**src/logic/t16c_pkg.sv**
```systemverilog
// Shared constants for the 16-bit timer with compare-output waveform stage.
// Assumes an AHB-Lite slave port, one 10 MHz clock and an active-low async reset.
// Functional notes
// - Output mode field picks next match action.
// - Reset clears the internal output bit.
// - Nonzero output mode overrides port value on pin.
// - Output mode never touches capture logic.
// - Output mode zero leaves output unchanged.
// - New output mode acts from next match.
// - Force strobe acts immediately in non-PWM modes.
// - Only waveform mode shapes the counting sequence.
// - Mode 0 counts up, wraps FFFF to 0.
// - Normal overflow flag sets when count becomes zero.
// - Overflow interrupt execution clears overflow flag.
// - Modes 4/12 clear counter at A/capture value.
// - Clear-on-compare top signalled by A or capture flag.
// - Unbuffered top below count wraps through FFFF.
// - Clear-on-compare, channel A mode 1 toggles.
// - Clear-on-compare overflow sets at MAX to zero.
// - Modes 5,6,7,14,15 are single-slope PWM.
// - PWM non-inverting sets at match, clears at bottom.
// - PWM tops: fixed, capture or A value.
// - PWM channel flag sets on every equality.
// - Compare value double buffered in PWM modes.
// - Forced compare sets no flag, keeps counter.
package t16c_pkg;
   // Register byte offsets.
   localparam logic [7:0] T16C_OFS_CTRL = 8'h00;
   localparam logic [7:0] T16C_OFS_FORCE = 8'h04;
   localparam logic [7:0] T16C_OFS_COUNT = 8'h08;
   localparam logic [7:0] T16C_OFS_CMP_A = 8'h0c;
   localparam logic [7:0] T16C_OFS_CMP_B = 8'h10;
   localparam logic [7:0] T16C_OFS_CAPT = 8'h14;
   localparam logic [7:0] T16C_OFS_FLAGS = 8'h18;
   localparam logic [7:0] T16C_OFS_PORT = 8'h1c;
   // Control register field positions.
   localparam int T16C_CTRL_MODE_LSB = 0;
   localparam int T16C_CTRL_COMA_LSB = 4;
   localparam int T16C_CTRL_COMB_LSB = 6;
   localparam int T16C_CTRL_DIV_LSB = 8;
   localparam int T16C_CTRL_RUN_BIT = 16;
   // Flag register bit positions.
   localparam int T16C_FLG_OVF = 0;
   localparam int T16C_FLG_CHA = 1;
   localparam int T16C_FLG_CHB = 2;
   localparam int T16C_FLG_CAPT = 3;
   // Port register field positions: port values in bits 1:0, directions in 3:2.
   localparam int T16C_PORT_VAL_LSB = 0;
   localparam int T16C_PORT_DIR_LSB = 2;
   // Reset values.
   localparam logic [16:0] T16C_CTRL_RST = 17'h00000;
   localparam logic [15:0] T16C_WORD_RST = 16'h0000;
   localparam logic [3:0] T16C_FLAGS_RST = 4'h0;
   localparam logic [3:0] T16C_PORT_RST = 4'h0;
   // Waveform mode codes.
   localparam logic [3:0] T16C_WGM_NORMAL = 4'h0;
   localparam logic [3:0] T16C_WGM_CTC_A = 4'h4;
   localparam logic [3:0] T16C_WGM_PWM8 = 4'h5;
   localparam logic [3:0] T16C_WGM_PWM9 = 4'h6;
   localparam logic [3:0] T16C_WGM_PWM10 = 4'h7;
   localparam logic [3:0] T16C_WGM_CTC_CAP = 4'hc;
   localparam logic [3:0] T16C_WGM_PWM_CAP = 4'he;
   localparam logic [3:0] T16C_WGM_PWM_A = 4'hf;
   // Counter limits and fixed PWM tops.
   localparam logic [15:0] T16C_MAX = 16'hffff;
   localparam logic [15:0] T16C_BOTTOM = 16'h0000;
   localparam logic [15:0] T16C_TOP8 = 16'h00ff;
   localparam logic [15:0] T16C_TOP9 = 16'h01ff;
   localparam logic [15:0] T16C_TOP10 = 16'h03ff;
   // Output mode codes.
   localparam logic [1:0] T16C_COM_OFF = 2'h0;
   localparam logic [1:0] T16C_COM_TOGGLE = 2'h1;
   localparam logic [1:0] T16C_COM_CLEAR = 2'h2;
   localparam logic [1:0] T16C_COM_SET = 2'h3;
endpackage

```
**src/logic/t16c_timer.sv**
```systemverilog
// Top module: 16-bit timer with two compare channels, waveform modes and pin override.
// Assumes one AHB-Lite master with this module as its only slave, all on hclk.
// Pins leave as values and enables.
// The acknowledge comes from hclk logic.
//
// The implementer's own choices: the AHB-Lite slave port and the address map.
`timescale 1ns/1ps
module t16c_timer
   import t16c_pkg::*;
#(
   parameter int NCH = 2 // Number of compare channels; channel 0 is channel A.
) (
   input wire logic hclk, // System clock, 10 MHz.
   input wire logic hresetn, // Asynchronous reset, active low.
   input wire logic hsel, // Slave select.
   input wire logic [7:0] haddr, // Byte address.
   input wire logic [1:0] htrans, // Transfer type.
   input wire logic hwrite, // Write when high.
   input wire logic [2:0] hsize, // Transfer size, word only.
   input wire logic [31:0] hwdata, // Write data.
   input wire logic hready, // Bus ready.
   output logic [31:0] hrdata, // Read data, registered.
   output logic hreadyout, // Slave ready, registered.
   output logic hresp, // Response, always OKAY.
   input wire logic ovf_int_ack, // One-cycle pulse when the overflow interrupt executes.
   output logic [NCH-1:0] pin_o, // Pin output values.
   output logic [NCH-1:0] pin_oe // Pin output enables, high while driven.
);

   // Words by offset: control, force,
   // count, compare A and B, capture,
   // flags and port.
   // Flags clear when ones are written.
   // Unmapped words read as zero.

   // All logic runs on hclk.
   // The timer rate is a one-cycle tick.

   // Bus-side registers.
   logic [16:0] ctrl_r; // Mode, output modes, divider and run bit.
   logic [15:0] count_r; // Count register.
   logic [15:0] capt_r; // Capture value register, written by software here.
   logic [3:0] flags_r; // Sticky flags.
   logic [3:0] port_r; // Port values and pin direction bits.
   logic [7:0] presc_r; // Prescaler count.
   logic blk_r; // Blocks compare matches for one timer tick after a count write.
   logic wr_r; // Data phase of a write is pending.
   logic [7:0] addr_r; // Address of the pending write.
   logic [31:0] hrdata_r; // Registered read data.
   logic hreadyout_r; // Registered ready.
   logic [NCH-1:0] pin_o_r; // Registered pin values.
   logic [NCH-1:0] pin_oe_r; // Registered pin enables.

   // Control fields are plain slices.
   // Field decode of the control register.
   wire [3:0] mode_w = ctrl_r[T16C_CTRL_MODE_LSB +: 4];
   wire [7:0] div_w = ctrl_r[T16C_CTRL_DIV_LSB +: 8];
   wire run_w = ctrl_r[T16C_CTRL_RUN_BIT];
   wire [1:0] com_w [NCH]; // Output mode per channel.
   assign com_w[0] = ctrl_r[T16C_CTRL_COMA_LSB +: 2];
   assign com_w[1] = ctrl_r[T16C_CTRL_COMB_LSB +: 2];
   // Channel B never sets the top.
   // It follows only its own mode.

   // Unknown codes count like normal.
   // So a stray code cannot hang it.
   // The output modes never enter here.
   // Mode classes; only the waveform mode shapes counting.
   wire ctc_w = (mode_w == T16C_WGM_CTC_A) || (mode_w == T16C_WGM_CTC_CAP);
   wire pwm_w = (mode_w == T16C_WGM_PWM8) || (mode_w == T16C_WGM_PWM9) || (mode_w == T16C_WGM_PWM10)
      || (mode_w == T16C_WGM_PWM_CAP) || (mode_w == T16C_WGM_PWM_A);
   wire cap_top_w = (mode_w == T16C_WGM_CTC_CAP) || (mode_w == T16C_WGM_PWM_CAP);

   // Writes are posted to the data phase.
   // The address waits one cycle in a flop.
   // A read right after a write to the
   // same word sees the older value.
   // Software must leave one idle cycle.
   // Bus decode: address phase accepted, and writes landing in their data phase.
   wire acc_w = hsel && htrans[1] && hready;
   wire wr_ctrl_w = wr_r && (addr_r == T16C_OFS_CTRL);
   wire wr_force_w = wr_r && (addr_r == T16C_OFS_FORCE);
   wire wr_count_w = wr_r && (addr_r == T16C_OFS_COUNT);
   wire wr_capt_w = wr_r && (addr_r == T16C_OFS_CAPT);
   wire wr_flags_w = wr_r && (addr_r == T16C_OFS_FLAGS);
   wire wr_port_w = wr_r && (addr_r == T16C_OFS_PORT);
   wire [NCH-1:0] wr_cmp_w;
   assign wr_cmp_w[0] = wr_r && (addr_r == T16C_OFS_CMP_A);
   assign wr_cmp_w[1] = wr_r && (addr_r == T16C_OFS_CMP_B);

   // A divider of zero ticks every clock.
   // Run low clears the prescaler.
   // So a restart gets a whole period.
   // There is no second clock to cross.
   // Timer clock enable from the prescaler; one pulse every div+1 system clocks.
   wire tick_w = run_w && (presc_r == div_w);

   // Shared logic reads these results.
   // Per-channel outputs of the generate loop.
   logic [15:0] cmp_act_w [NCH]; // Active compare values.
   logic [15:0] cmp_buf_w [NCH]; // Software-visible compare values.
   logic [NCH-1:0] match_w; // One pulse per equality on a timer tick.
   logic [NCH-1:0] out_bit_w; // Internal compare output bits.

   // Channel A tops use the active value.
   // In PWM it moves only at top.
   // So a PWM period with an A top never changes midway.
   // The capture top is unbuffered.
   // Top selection: fixed, capture register or channel A compare value.
   wire [15:0] top_w = (mode_w == T16C_WGM_PWM8) ? T16C_TOP8 :
                       (mode_w == T16C_WGM_PWM9) ? T16C_TOP9 :
                       (mode_w == T16C_WGM_PWM10) ? T16C_TOP10 :
                       cap_top_w ? capt_r :
                       (ctc_w || pwm_w) ? cmp_act_w[0] : T16C_MAX;

   // A top write below the count is simply missed; the count runs on to FFFF.
   wire top_hit_w = tick_w && !blk_r && (ctc_w || pwm_w) && (count_r == top_w);
   wire max_w = tick_w && (count_r == T16C_MAX);

   // A software write beats counting.
   // A tick in that cycle is lost.
   // Software should write while stopped.
   // Next count: software write wins, else clear at top or increment with wrap.
   wire [15:0] count_nxt = wr_count_w ? hwdata[15:0] :
                           !tick_w ? count_r :
                           top_hit_w ? T16C_BOTTOM : 16'(count_r + 16'h0001);

   // In PWM the wrap comes at top.
   // Overflow then marks each period.
   // Only a written one or ovf_int_ack clears this flag.
   // Overflow: at MAX to zero in normal and CLEAR_ON_COMPARE_MODE, at top in PWM.
   wire ovf_set_w = pwm_w ? top_hit_w : max_w;

   // Capture flag marks top when the capture register defines it.
   wire capt_set_w = top_hit_w && cap_top_w;
   wire [3:0] flag_set_w = {capt_set_w, match_w[1], match_w[0], ovf_set_w};
   wire [3:0] flag_clr_w = (wr_flags_w ? hwdata[3:0] : 4'h0) | {3'h0, ovf_int_ack};

   // A set in the same cycle as a clear wins, so no event is lost.
   wire [3:0] flags_nxt = (flags_r & ~flag_clr_w) | flag_set_w;

   // The mux looks at the address phase.
   // The word stands when data opens.
   // Upper bits always read as zero.
   // Read mux for the address phase; unmapped words read as zero.
   wire [31:0] rd_w = (haddr == T16C_OFS_CTRL) ? {15'h0000, ctrl_r} :
                      (haddr == T16C_OFS_COUNT) ? {16'h0000, count_r} :
                      (haddr == T16C_OFS_CMP_A) ? {16'h0000, cmp_buf_w[0]} :
                      (haddr == T16C_OFS_CMP_B) ? {16'h0000, cmp_buf_w[1]} :
                      (haddr == T16C_OFS_CAPT) ? {16'h0000, capt_r} :
                      (haddr == T16C_OFS_FLAGS) ? {28'h0000000, flags_r} :
                      (haddr == T16C_OFS_PORT) ? {28'h0000000, port_r} : 32'h00000000;

   // Ready is low only during reset.
   // No transfer is ever stretched.
   // The answer is always OKAY.
   // Bus slave: zero wait states, reads registered in the address phase.
   always_ff @(posedge hclk or negedge hresetn) begin
      if (!hresetn) begin
         wr_r <= 1'b0;
         addr_r <= 8'h00;
         hrdata_r <= 32'h00000000;
         hreadyout_r <= 1'b0;
      end else begin
         wr_r <= acc_w && hwrite;
         addr_r <= acc_w ? haddr : addr_r;
         hrdata_r <= (acc_w && !hwrite) ? rd_w : hrdata_r;
         hreadyout_r <= 1'b1;
      end
   end

   // Unmapped writes are dropped.
   // The force word keeps no state.
   // Size is not checked; words only.
   // Software-written registers.
   always_ff @(posedge hclk or negedge hresetn) begin
      if (!hresetn) begin
         ctrl_r <= T16C_CTRL_RST;
         capt_r <= T16C_WORD_RST;
         port_r <= T16C_PORT_RST;
      end else begin
         ctrl_r <= wr_ctrl_w ? hwdata[16:0] : ctrl_r;
         capt_r <= wr_capt_w ? hwdata[15:0] : capt_r;
         port_r <= wr_port_w ? hwdata[3:0] : port_r;
      end
   end

   // The block holds until a tick passes.
   // A stopped timer drops the next match.
   // Equal count and compare stay quiet.
   // Counter, prescaler, flags and the match block after a count write.
   always_ff @(posedge hclk or negedge hresetn) begin
      if (!hresetn) begin
         count_r <= T16C_WORD_RST;
         presc_r <= 8'h00;
         flags_r <= T16C_FLAGS_RST;
         blk_r <= 1'b0;
      end else begin
         count_r <= count_nxt;
         presc_r <= (!run_w || tick_w) ? 8'h00 : 8'(presc_r + 8'h01);
         flags_r <= flags_nxt;
         blk_r <= wr_count_w ? 1'b1 : (tick_w ? 1'b0 : blk_r);
      end
   end

   // Each channel owns its buffer.
   // One loop keeps them all alike.
   // Channel 0 is the top channel.
   // One instance of compare logic per channel.
   for (genvar i = 0; i < NCH; i++) begin : g_ch
      logic [15:0] buf_r; // Buffer written by software.
      logic [15:0] act_r; // Value the comparator uses.
      logic out_r; // Internal compare output bit.
      logic act_match; // Action event for the output bit.
      logic out_nxt; // Next output bit.
      logic pin_r; // Registered pin value.
      logic pen_r; // Registered pin enable.

      // Match on every timer tick while not blocked.
      wire mt = tick_w && !blk_r && (count_r == act_r);

      // Force works only outside PWM and never touches flags or counter.
      wire frc = wr_force_w && hwdata[i] && !pwm_w;

      // Channel A toggle in PWM exists only when A defines top.
      wire pwm_tog = (i == 0) && (mode_w == T16C_WGM_PWM_A);

      // The bit moves on a match or force.
      // In PWM it also moves at top.
      // Nothing else ever touches it.
      // Output action uses the current mode field, so a new value acts at the next match.
      always_comb begin
         act_match = mt || frc;
         out_nxt = out_r;
         // Outside PWM a match or force acts.
         if (!pwm_w) begin
            if (act_match) begin
               unique case (com_w[i])
                  T16C_COM_OFF: out_nxt = out_r;
                  T16C_COM_TOGGLE: out_nxt = !out_r;
                  T16C_COM_CLEAR: out_nxt = 1'b0;
                  T16C_COM_SET: out_nxt = 1'b1;
               endcase
            end
         end else begin
            // Match has priority over bottom so that compare equal to top gives a steady level.
            unique case (com_w[i])
               T16C_COM_OFF: out_nxt = out_r;
               T16C_COM_TOGGLE: out_nxt = (mt && pwm_tog) ? !out_r : out_r;
               T16C_COM_CLEAR: out_nxt = mt ? 1'b1 : (top_hit_w ? 1'b0 : out_r);
               T16C_COM_SET: out_nxt = mt ? 1'b0 : (top_hit_w ? 1'b1 : out_r);
            endcase
         end
      end

      // A compare read gives the buffer.
      // That is the value last written.
      // Fixed tops do not mask the word.
      // Compare storage: buffered in PWM and loaded at top, direct otherwise.
      always_ff @(posedge hclk or negedge hresetn) begin
         if (!hresetn) begin
            buf_r <= T16C_WORD_RST;
            act_r <= T16C_WORD_RST;
            out_r <= 1'b0;
         end else begin
            buf_r <= wr_cmp_w[i] ? hwdata[15:0] : buf_r;
            if (wr_cmp_w[i] && !pwm_w) begin
               act_r <= hwdata[15:0];
            end else if (pwm_w && top_hit_w) begin
               act_r <= buf_r;
            end
            out_r <= out_nxt;
         end
      end

      // Pin: output mode nonzero takes over the port value; direction stays with software.
      always_ff @(posedge hclk or negedge hresetn) begin
         // Each flop lives in this one process.
         if (!hresetn) begin
            pin_r <= 1'b0;
            pen_r <= 1'b0;
         end else begin
            pin_r <= (com_w[i] != T16C_COM_OFF) ? out_nxt : port_r[T16C_PORT_VAL_LSB + i];
            pen_r <= port_r[T16C_PORT_DIR_LSB + i];
         end
      end

      assign cmp_act_w[i] = act_r;
      assign cmp_buf_w[i] = buf_r;
      assign match_w[i] = mt;
      assign out_bit_w[i] = out_r;
      // Whole-bit copies of the pin flops.
      assign pin_o_r[i] = pin_r;
      assign pin_oe_r[i] = pen_r;
   end

   // Top outputs are the flops above; hresp is tied low.
   // Capture logic is out of this block; the output mode field never reaches it.
   assign hrdata = hrdata_r;
   assign hreadyout = hreadyout_r;
   assign hresp = 1'b0;
   assign pin_o = pin_o_r;
   assign pin_oe = pin_oe_r;
endmodule

```
**config.mk**
```make
export PLATFORM = sky130hd
export DESIGN_NAME = t16c_timer
export DESIGN_NICKNAME = d
export VERILOG_FILES = /design/src/logic/t16c_pkg.sv /design/src/logic/t16c_timer.sv
export SDC_FILE = /design/constraint.sdc
export NUM_CORES = 1
export LEC_CHECK = 0
export ABC_AREA = 1
export CAP_MARGIN = 5
export CORE_UTILIZATION = 50
export DETAILED_ROUTE_END_ITERATION = 12
export DONT_BUFFER_PORTS = 1
export GPL_ROUTABILITY_DRIVEN = 0
export PLACE_DENSITY = 0.66
export SKIP_CTS_REPAIR_TIMING = 1
export SLEW_MARGIN = 30
export SYNTH_ARGS = -nofsm -noshare
export SYNTH_HDL_FRONTEND = slang
export SYNTH_SLANG_ARGS = --single-unit
```
**constraint.sdc**
```tcl
create_clock -name hclk -period 5 [get_ports hclk]
set_input_delay 0.5 -clock hclk [delete_from_list [all_inputs] [get_ports hclk]]
set_output_delay 0.5 -clock hclk [all_outputs]
set_load 0.01 [all_outputs]
```
Word level (Yosys, flattened, before mapping). Index checks and enable logic that the tools add are counted.

Register bits: 178. Bits of input ports: 51. Word-level logic and storage cells: 155. Output and inout port bits: 38.

Eq/ne operators: 31. Bitwise logic cells: 4. Reduce and logical (&&, ||, !) cells: 54. $add $sub $neg: 2. Mux-type cells: 43.

Operator list (count): $mux W16 (16); $eq A8 B5 Y1 const B (8); $eq A16 B16 Y1 (3); $eq A8 B4 Y1 const B (4); $logic_and A1 B1 Y1 (28); $mux W1 (18); $mux W17 (1); $add A16 B1 Y16 const B (1); $eq A16 B16 Y1 const B (1); $eq A4 B3 Y1 const B (4); $logic_not A8 Y1 (2); $eq A4 B4 Y1 const B (3); $mux W4 (3); $pmux W1 S4 (3); $logic_or A1 B1 Y1 (10); $reduce_bool A2 Y1 (5); $add A8 B1 Y8 const B (1); $eq A2 B2 Y1 const B (4); $eq A8 B3 Y1 const B (1); $eq A8 B8 Y1 (1); $mux W8 (1); $logic_not A1 Y1 (6); $and A4 B4 Y4 (1); $eq A2 B1 Y1 const B (2); other kinds (6) (7).

Longest topological paths before layout.
Depth after elaboration: 18. Mapped depth: 22.

Least setup slack after synthesis. Ideal clock, no wire load.

Kind: register to register. From: register ctrl_r[0]. To: register g_ch[1].act_r[13]. Setup slack: 2.862 ns. Required time: 4.877 ns. Path buffers: 3. Stages on the path, launching flop included: 20. Clock period less this slack: 2.138 ns. Data arrival time: 2.014 ns. Setup time: 0.123 ns. Cells stage by stage: dfrtp_1 > buf_6 > inv_4 > nand3_2 > buf_6 > nor2_1 > nor2_2 > nand3_1 > nand2_1 > nor2_1 > nand2_1 > nor2_1 > nand3_1 > inv_2 > nand2_2 > nand2_4 > inv_2 > buf_6 > nand2_1 > o21ai_2.

Word-level cells in the longest chain between the ends: 15. Elaborated cells on any way between the ends: 27. Classes of those cells: 8 x eq/ne; 6 x mux; 13 x reduce/logical.

Ends and longest elaborated chain: start: declaration (line t16c_timer.sv:40) `logic [16:0] ctrl_r;`; start signal: assignment (line t16c_timer.sv:182) `ctrl_r <= wr_ctrl_w ? hwdata[16:0] : ctrl_r;`; $eq A4 B3 Y1, on equally long branches (line t16c_timer.sv:70, t16c_timer.sv:110, t16c_timer.sv:111); $logic_or A1 B1 Y1 (2 in a row) (line t16c_timer.sv:70) `wire pwm_w = (mode_w == T16C_WGM_PWM8) || (mode_w == T16C_WGM_PWM9) || (mode_w == T16C_WGM_PWM10)`; $logic_or A1 B1 Y1 (2 in a row) (line t16c_timer.sv:71) `|| (mode_w == T16C_WGM_PWM_CAP) || (mode_w == T16C_WGM_PWM_A);`; $logic_or A1 B1 Y1 (line t16c_timer.sv:114, t16c_timer.sv:117); $mux W16 (line t16c_timer.sv:114) `(ctc_w || pwm_w) ? cmp_act_w[0] : T16C_MAX;`; $mux W16 (line t16c_timer.sv:113) `cap_top_w ? capt_r :`; $mux W16 (line t16c_timer.sv:112) `(mode_w == T16C_WGM_PWM10) ? T16C_TOP10 :`; $mux W16 (line t16c_timer.sv:111) `(mode_w == T16C_WGM_PWM9) ? T16C_TOP9 :`; $mux W16 (line t16c_timer.sv:110) `wire [15:0] top_w = (mode_w == T16C_WGM_PWM8) ? T16C_TOP8 :`; $eq A16 B16 Y1 (line t16c_timer.sv:117) `wire top_hit_w = tick_w && !blk_r && (ctc_w || pwm_w) && (count_r == top_w);`; $logic_and A1 B1 Y1 (line t16c_timer.sv:117); $logic_and A1 B1 Y1 (line t16c_timer.sv:269) `end else if (pwm_w && top_hit_w) begin`; $reduce_bool A2 Y1 (no source line); end signal: assignment (line t16c_timer.sv:268) `act_r <= hwdata[15:0];`; end signal: assignment (line t16c_timer.sv:270) `act_r <= buf_r;`; end: declaration (line t16c_timer.sv:212) `logic [15:0] act_r;`.

Several ways; a longest one is shown, not always the timed one. A chain may end at the register's enable or synchronous reset.

Worst setup path after layout.
From: register ctrl_r[2]. To: register g_ch[1].act_r[13].

Same word-level chain as after synthesis.

==> out/qor.yml <==
drv_slew: 0
setup_viol: 0
synth-seq-cells: 163
grt_max_degree: 164
ioPinCount: 89
cts_tree: "done"
first_iter_violations: 764
relSlewSlack_pct: 36.3
use_met3_pct: 5.56
yosys_warnings: 0
cp_data_required_time_ps: 5350
yosysMostFrequentCell: "nand2_1"
endpoint_kind: "flip-flop"
core_area_um2: 18000
use_met1_pct: 44.4
hold_violations: 0
p_per_area_nw_per_um2: 352
utilization_pct: 54.0
drive_above_1_share_pct: 7.78
io_buffers: 0
synth_edf_count: 0
nets: 1226
antenna_found_initial: 0
gr-usage-met2_pct: 42.9
ys_seq_area_share_pct: 44.6
clockRootBuffer: "clkbuf_16"
period_needed_ps: 3680
avgSynthCellArea_um2: 7.61
ys.flop_type: "dfrtp_1"
synth_area_leaders: "dfrtp_1, nand2_1, o21ai_0, inv_1, nor2_1"
wl_per_cell_um: 18.7
die_w_um: 137
synth_area_leader_cell: "dfrtp_1"
maxCapViolCount: 0
area_growth_pct: 6.12
clkLatencyLatePin_ps: 430
hp-class: "in2async"
clock_skew_ps: 9.76
cts.htree.levels: 4
startpoint_type: "flip-flop"
fmax_ghz: 0.272
start_util_pct: 50.9
cts_buffer_depth: 2
outcome: "finished clean"
die_h_um: 137
clock-sinks: 163
firstDrtPassIters: 7
n_antenna_cell: 0
period_share_pct: 73.5
grt.busiest_layer: "met1"
wl_mm: 26.4
die-area_um2: 18800
num_rows: 49
clkSlewWorstSetupHoldPaths_ps: 60
track_usage_pct: 30.0
dp_hpwl_mm: 18.8
synth.top_cell.area_share_pct: 44.6
regToRegSetupSlack_ps: 1320
drc: 0
vias_per_cell: 5.68
syn_inst: 1201
crit_type: "reg2reg"
async_flop_share_pct: 100
fin_tns_setup_ps: 0
cp.arrival_ps: 4030
crit_fanout: 25
vdd_drop_max_uv: 254
numCtsBuffers: 17
via_count: 8027
synth.distinct_cells: 48
grt_overflow: 0
synth_common_cells: "nand2_1, dfrtp_1, o21ai_0"
grt_pass1_vias: 7370
worstMarginPinSlew_ps: 949
postRouteAntennaNets: 0
synth_area_um2: 9140
grt_pass1_wl_mm: 41.5
rsz0062_at_grt: "no"
p_leak_nw: 5.03
## worst paths after layout
kind | from | end | cells past startpoint
max in group asynchronous | hresetn | ctrl_r[10]$_DFFE_PN0P_ | 1
worst min-delay path | hresetn | capt_r[3]$_DFFE_PN0P_ | 1
worst max register to register | ctrl_r[2]$_DFFE_PN0P_ | g_ch[1].act_r[13]$_DFFE_PN0P_ | 17
worst max-delay path | ctrl_r[2]$_DFFE_PN0P_ | g_ch[1].act_r[13]$_DFFE_PN0P_ | 17
worst min register to register | port_r[3]$_DFFE_PN0P_ | g_ch[1].pen_r$_DFF_PN0_ | 0
min in group hclk | hwrite | wr_r$_DFF_PN0_ | 2
## worst max-delay path: stages (launching register included)
cell     delay, ps
dfrtp_1        800
nand3_2        710
nor2_1         350
nor2_1         100
nand2_1        100
nand2_1         50
nand2_1        100
nor2_1          60
nand2_1         50
nor2_1          40
nand3_1         70
buf_4          200
inv_2           60
nand2_2        100
nand2_4        110
inv_2          420
nand2_1        160
o21ai_2         90
## sequential cells by signal, indices dropped and copies added (netlist names), 8 cells and up
register and count:
g_ch.buf_r 32, presc_r 8, addr_r 8, capt_r 16, ctrl_r 17, g_ch.act_r 32, count_r 16, hrdata 17
## routing by layer
| layer | routed length (um) | vias up |
|---|---|---|
| met5 | 0 | - |
| met4 | 841 | 0 |
| met3 | 2040 | 50 |
| met2 | 11400 | 344 |
| met1 | 12200 | 3800 |
| li1 | - | 3833 |
## layout make-up
cell class | instances | area [um^2]
Clock buffer | 20 | 457
Multi-Input combinational cell | 864 | 4270
Inverter | 122 | 460
Fill cell | 1730 | 8270
Clock inverter | 9 | 85.1
Sequential cell | 163 | 4080
Timing Repair Buffer | 5 | 61.3
Tap cell | 229 | 287
## logic make-up after synthesis
| group | share of synthesized area (%) |
|---|---|
| AO/OA/AOI/OAI | 15.0 |
| XOR/XNOR | 3.64 |
| adder cells (fa/ha/maj) | 0.274 |
| buffers and inverters | 9.32 |
| flip-flops | 44.6 |
| multiplexers | 0.493 |
| other | 0.0822 |
| AND/OR/NAND/NOR | 26.5 |
## report_power, final
group          internal (mW)  leakage (nW)  switching, mW
logic                  0.211          3.12          0.396
registers               1.44          1.65          0.132
clock network          0.701         0.260          0.539
## cell usage in the layout, fill, tap and decap left out, types with 2 or more instances in the layout
cell type,count
o21ai_0,128
buf_4,3
nor3b_1,2
ha_1,2
a21oi_1,31
o211ai_1,3
clkbuf_8,2
nor4_1,3
o22ai_1,12
or2_2,6
nand3_1,58
nand4_1,19
o21bai_1,10
clkinv_4,2
o2111ai_1,7
clkbuf_16,17
o21ai_2,11
nor3_1,29
inv_1,111
xor2_1,19
o21ai_1,8
xnor2_1,19
conb_1,17
a211oi_1,4
nor2_1,85
nand2_4,2
nor2_2,17
nand2_1,337
a221oi_1,7
clkinv_2,3
clkinvlp_4,3
dfrtp_1,163
o31ai_1,2
inv_2,9
o221ai_1,6
nand2_2,4
mux2_2,4
## per-stage QoR
step | instances | hold WS (ps) | instance area [um^2] | power [mW] | setup slack, ps
after detailed placement | 1381 | 212 | 9120 | 2.15 | 1430
after CTS | 1410 | -239 | 9660 | 3.38 | 1410
after global routing | 1412 | 174 | 9700 | 3.57 | 1140
after floorplan | 1216 | 204 | 9190 | 2.03 | 2860
final | 1412 | 30.2 | 9700 | 3.42 | 1320
after global placement | 1381 | 213 | 9110 | 2.14 | 1510
No activity file was read; power rests on OpenSTA's default activity.
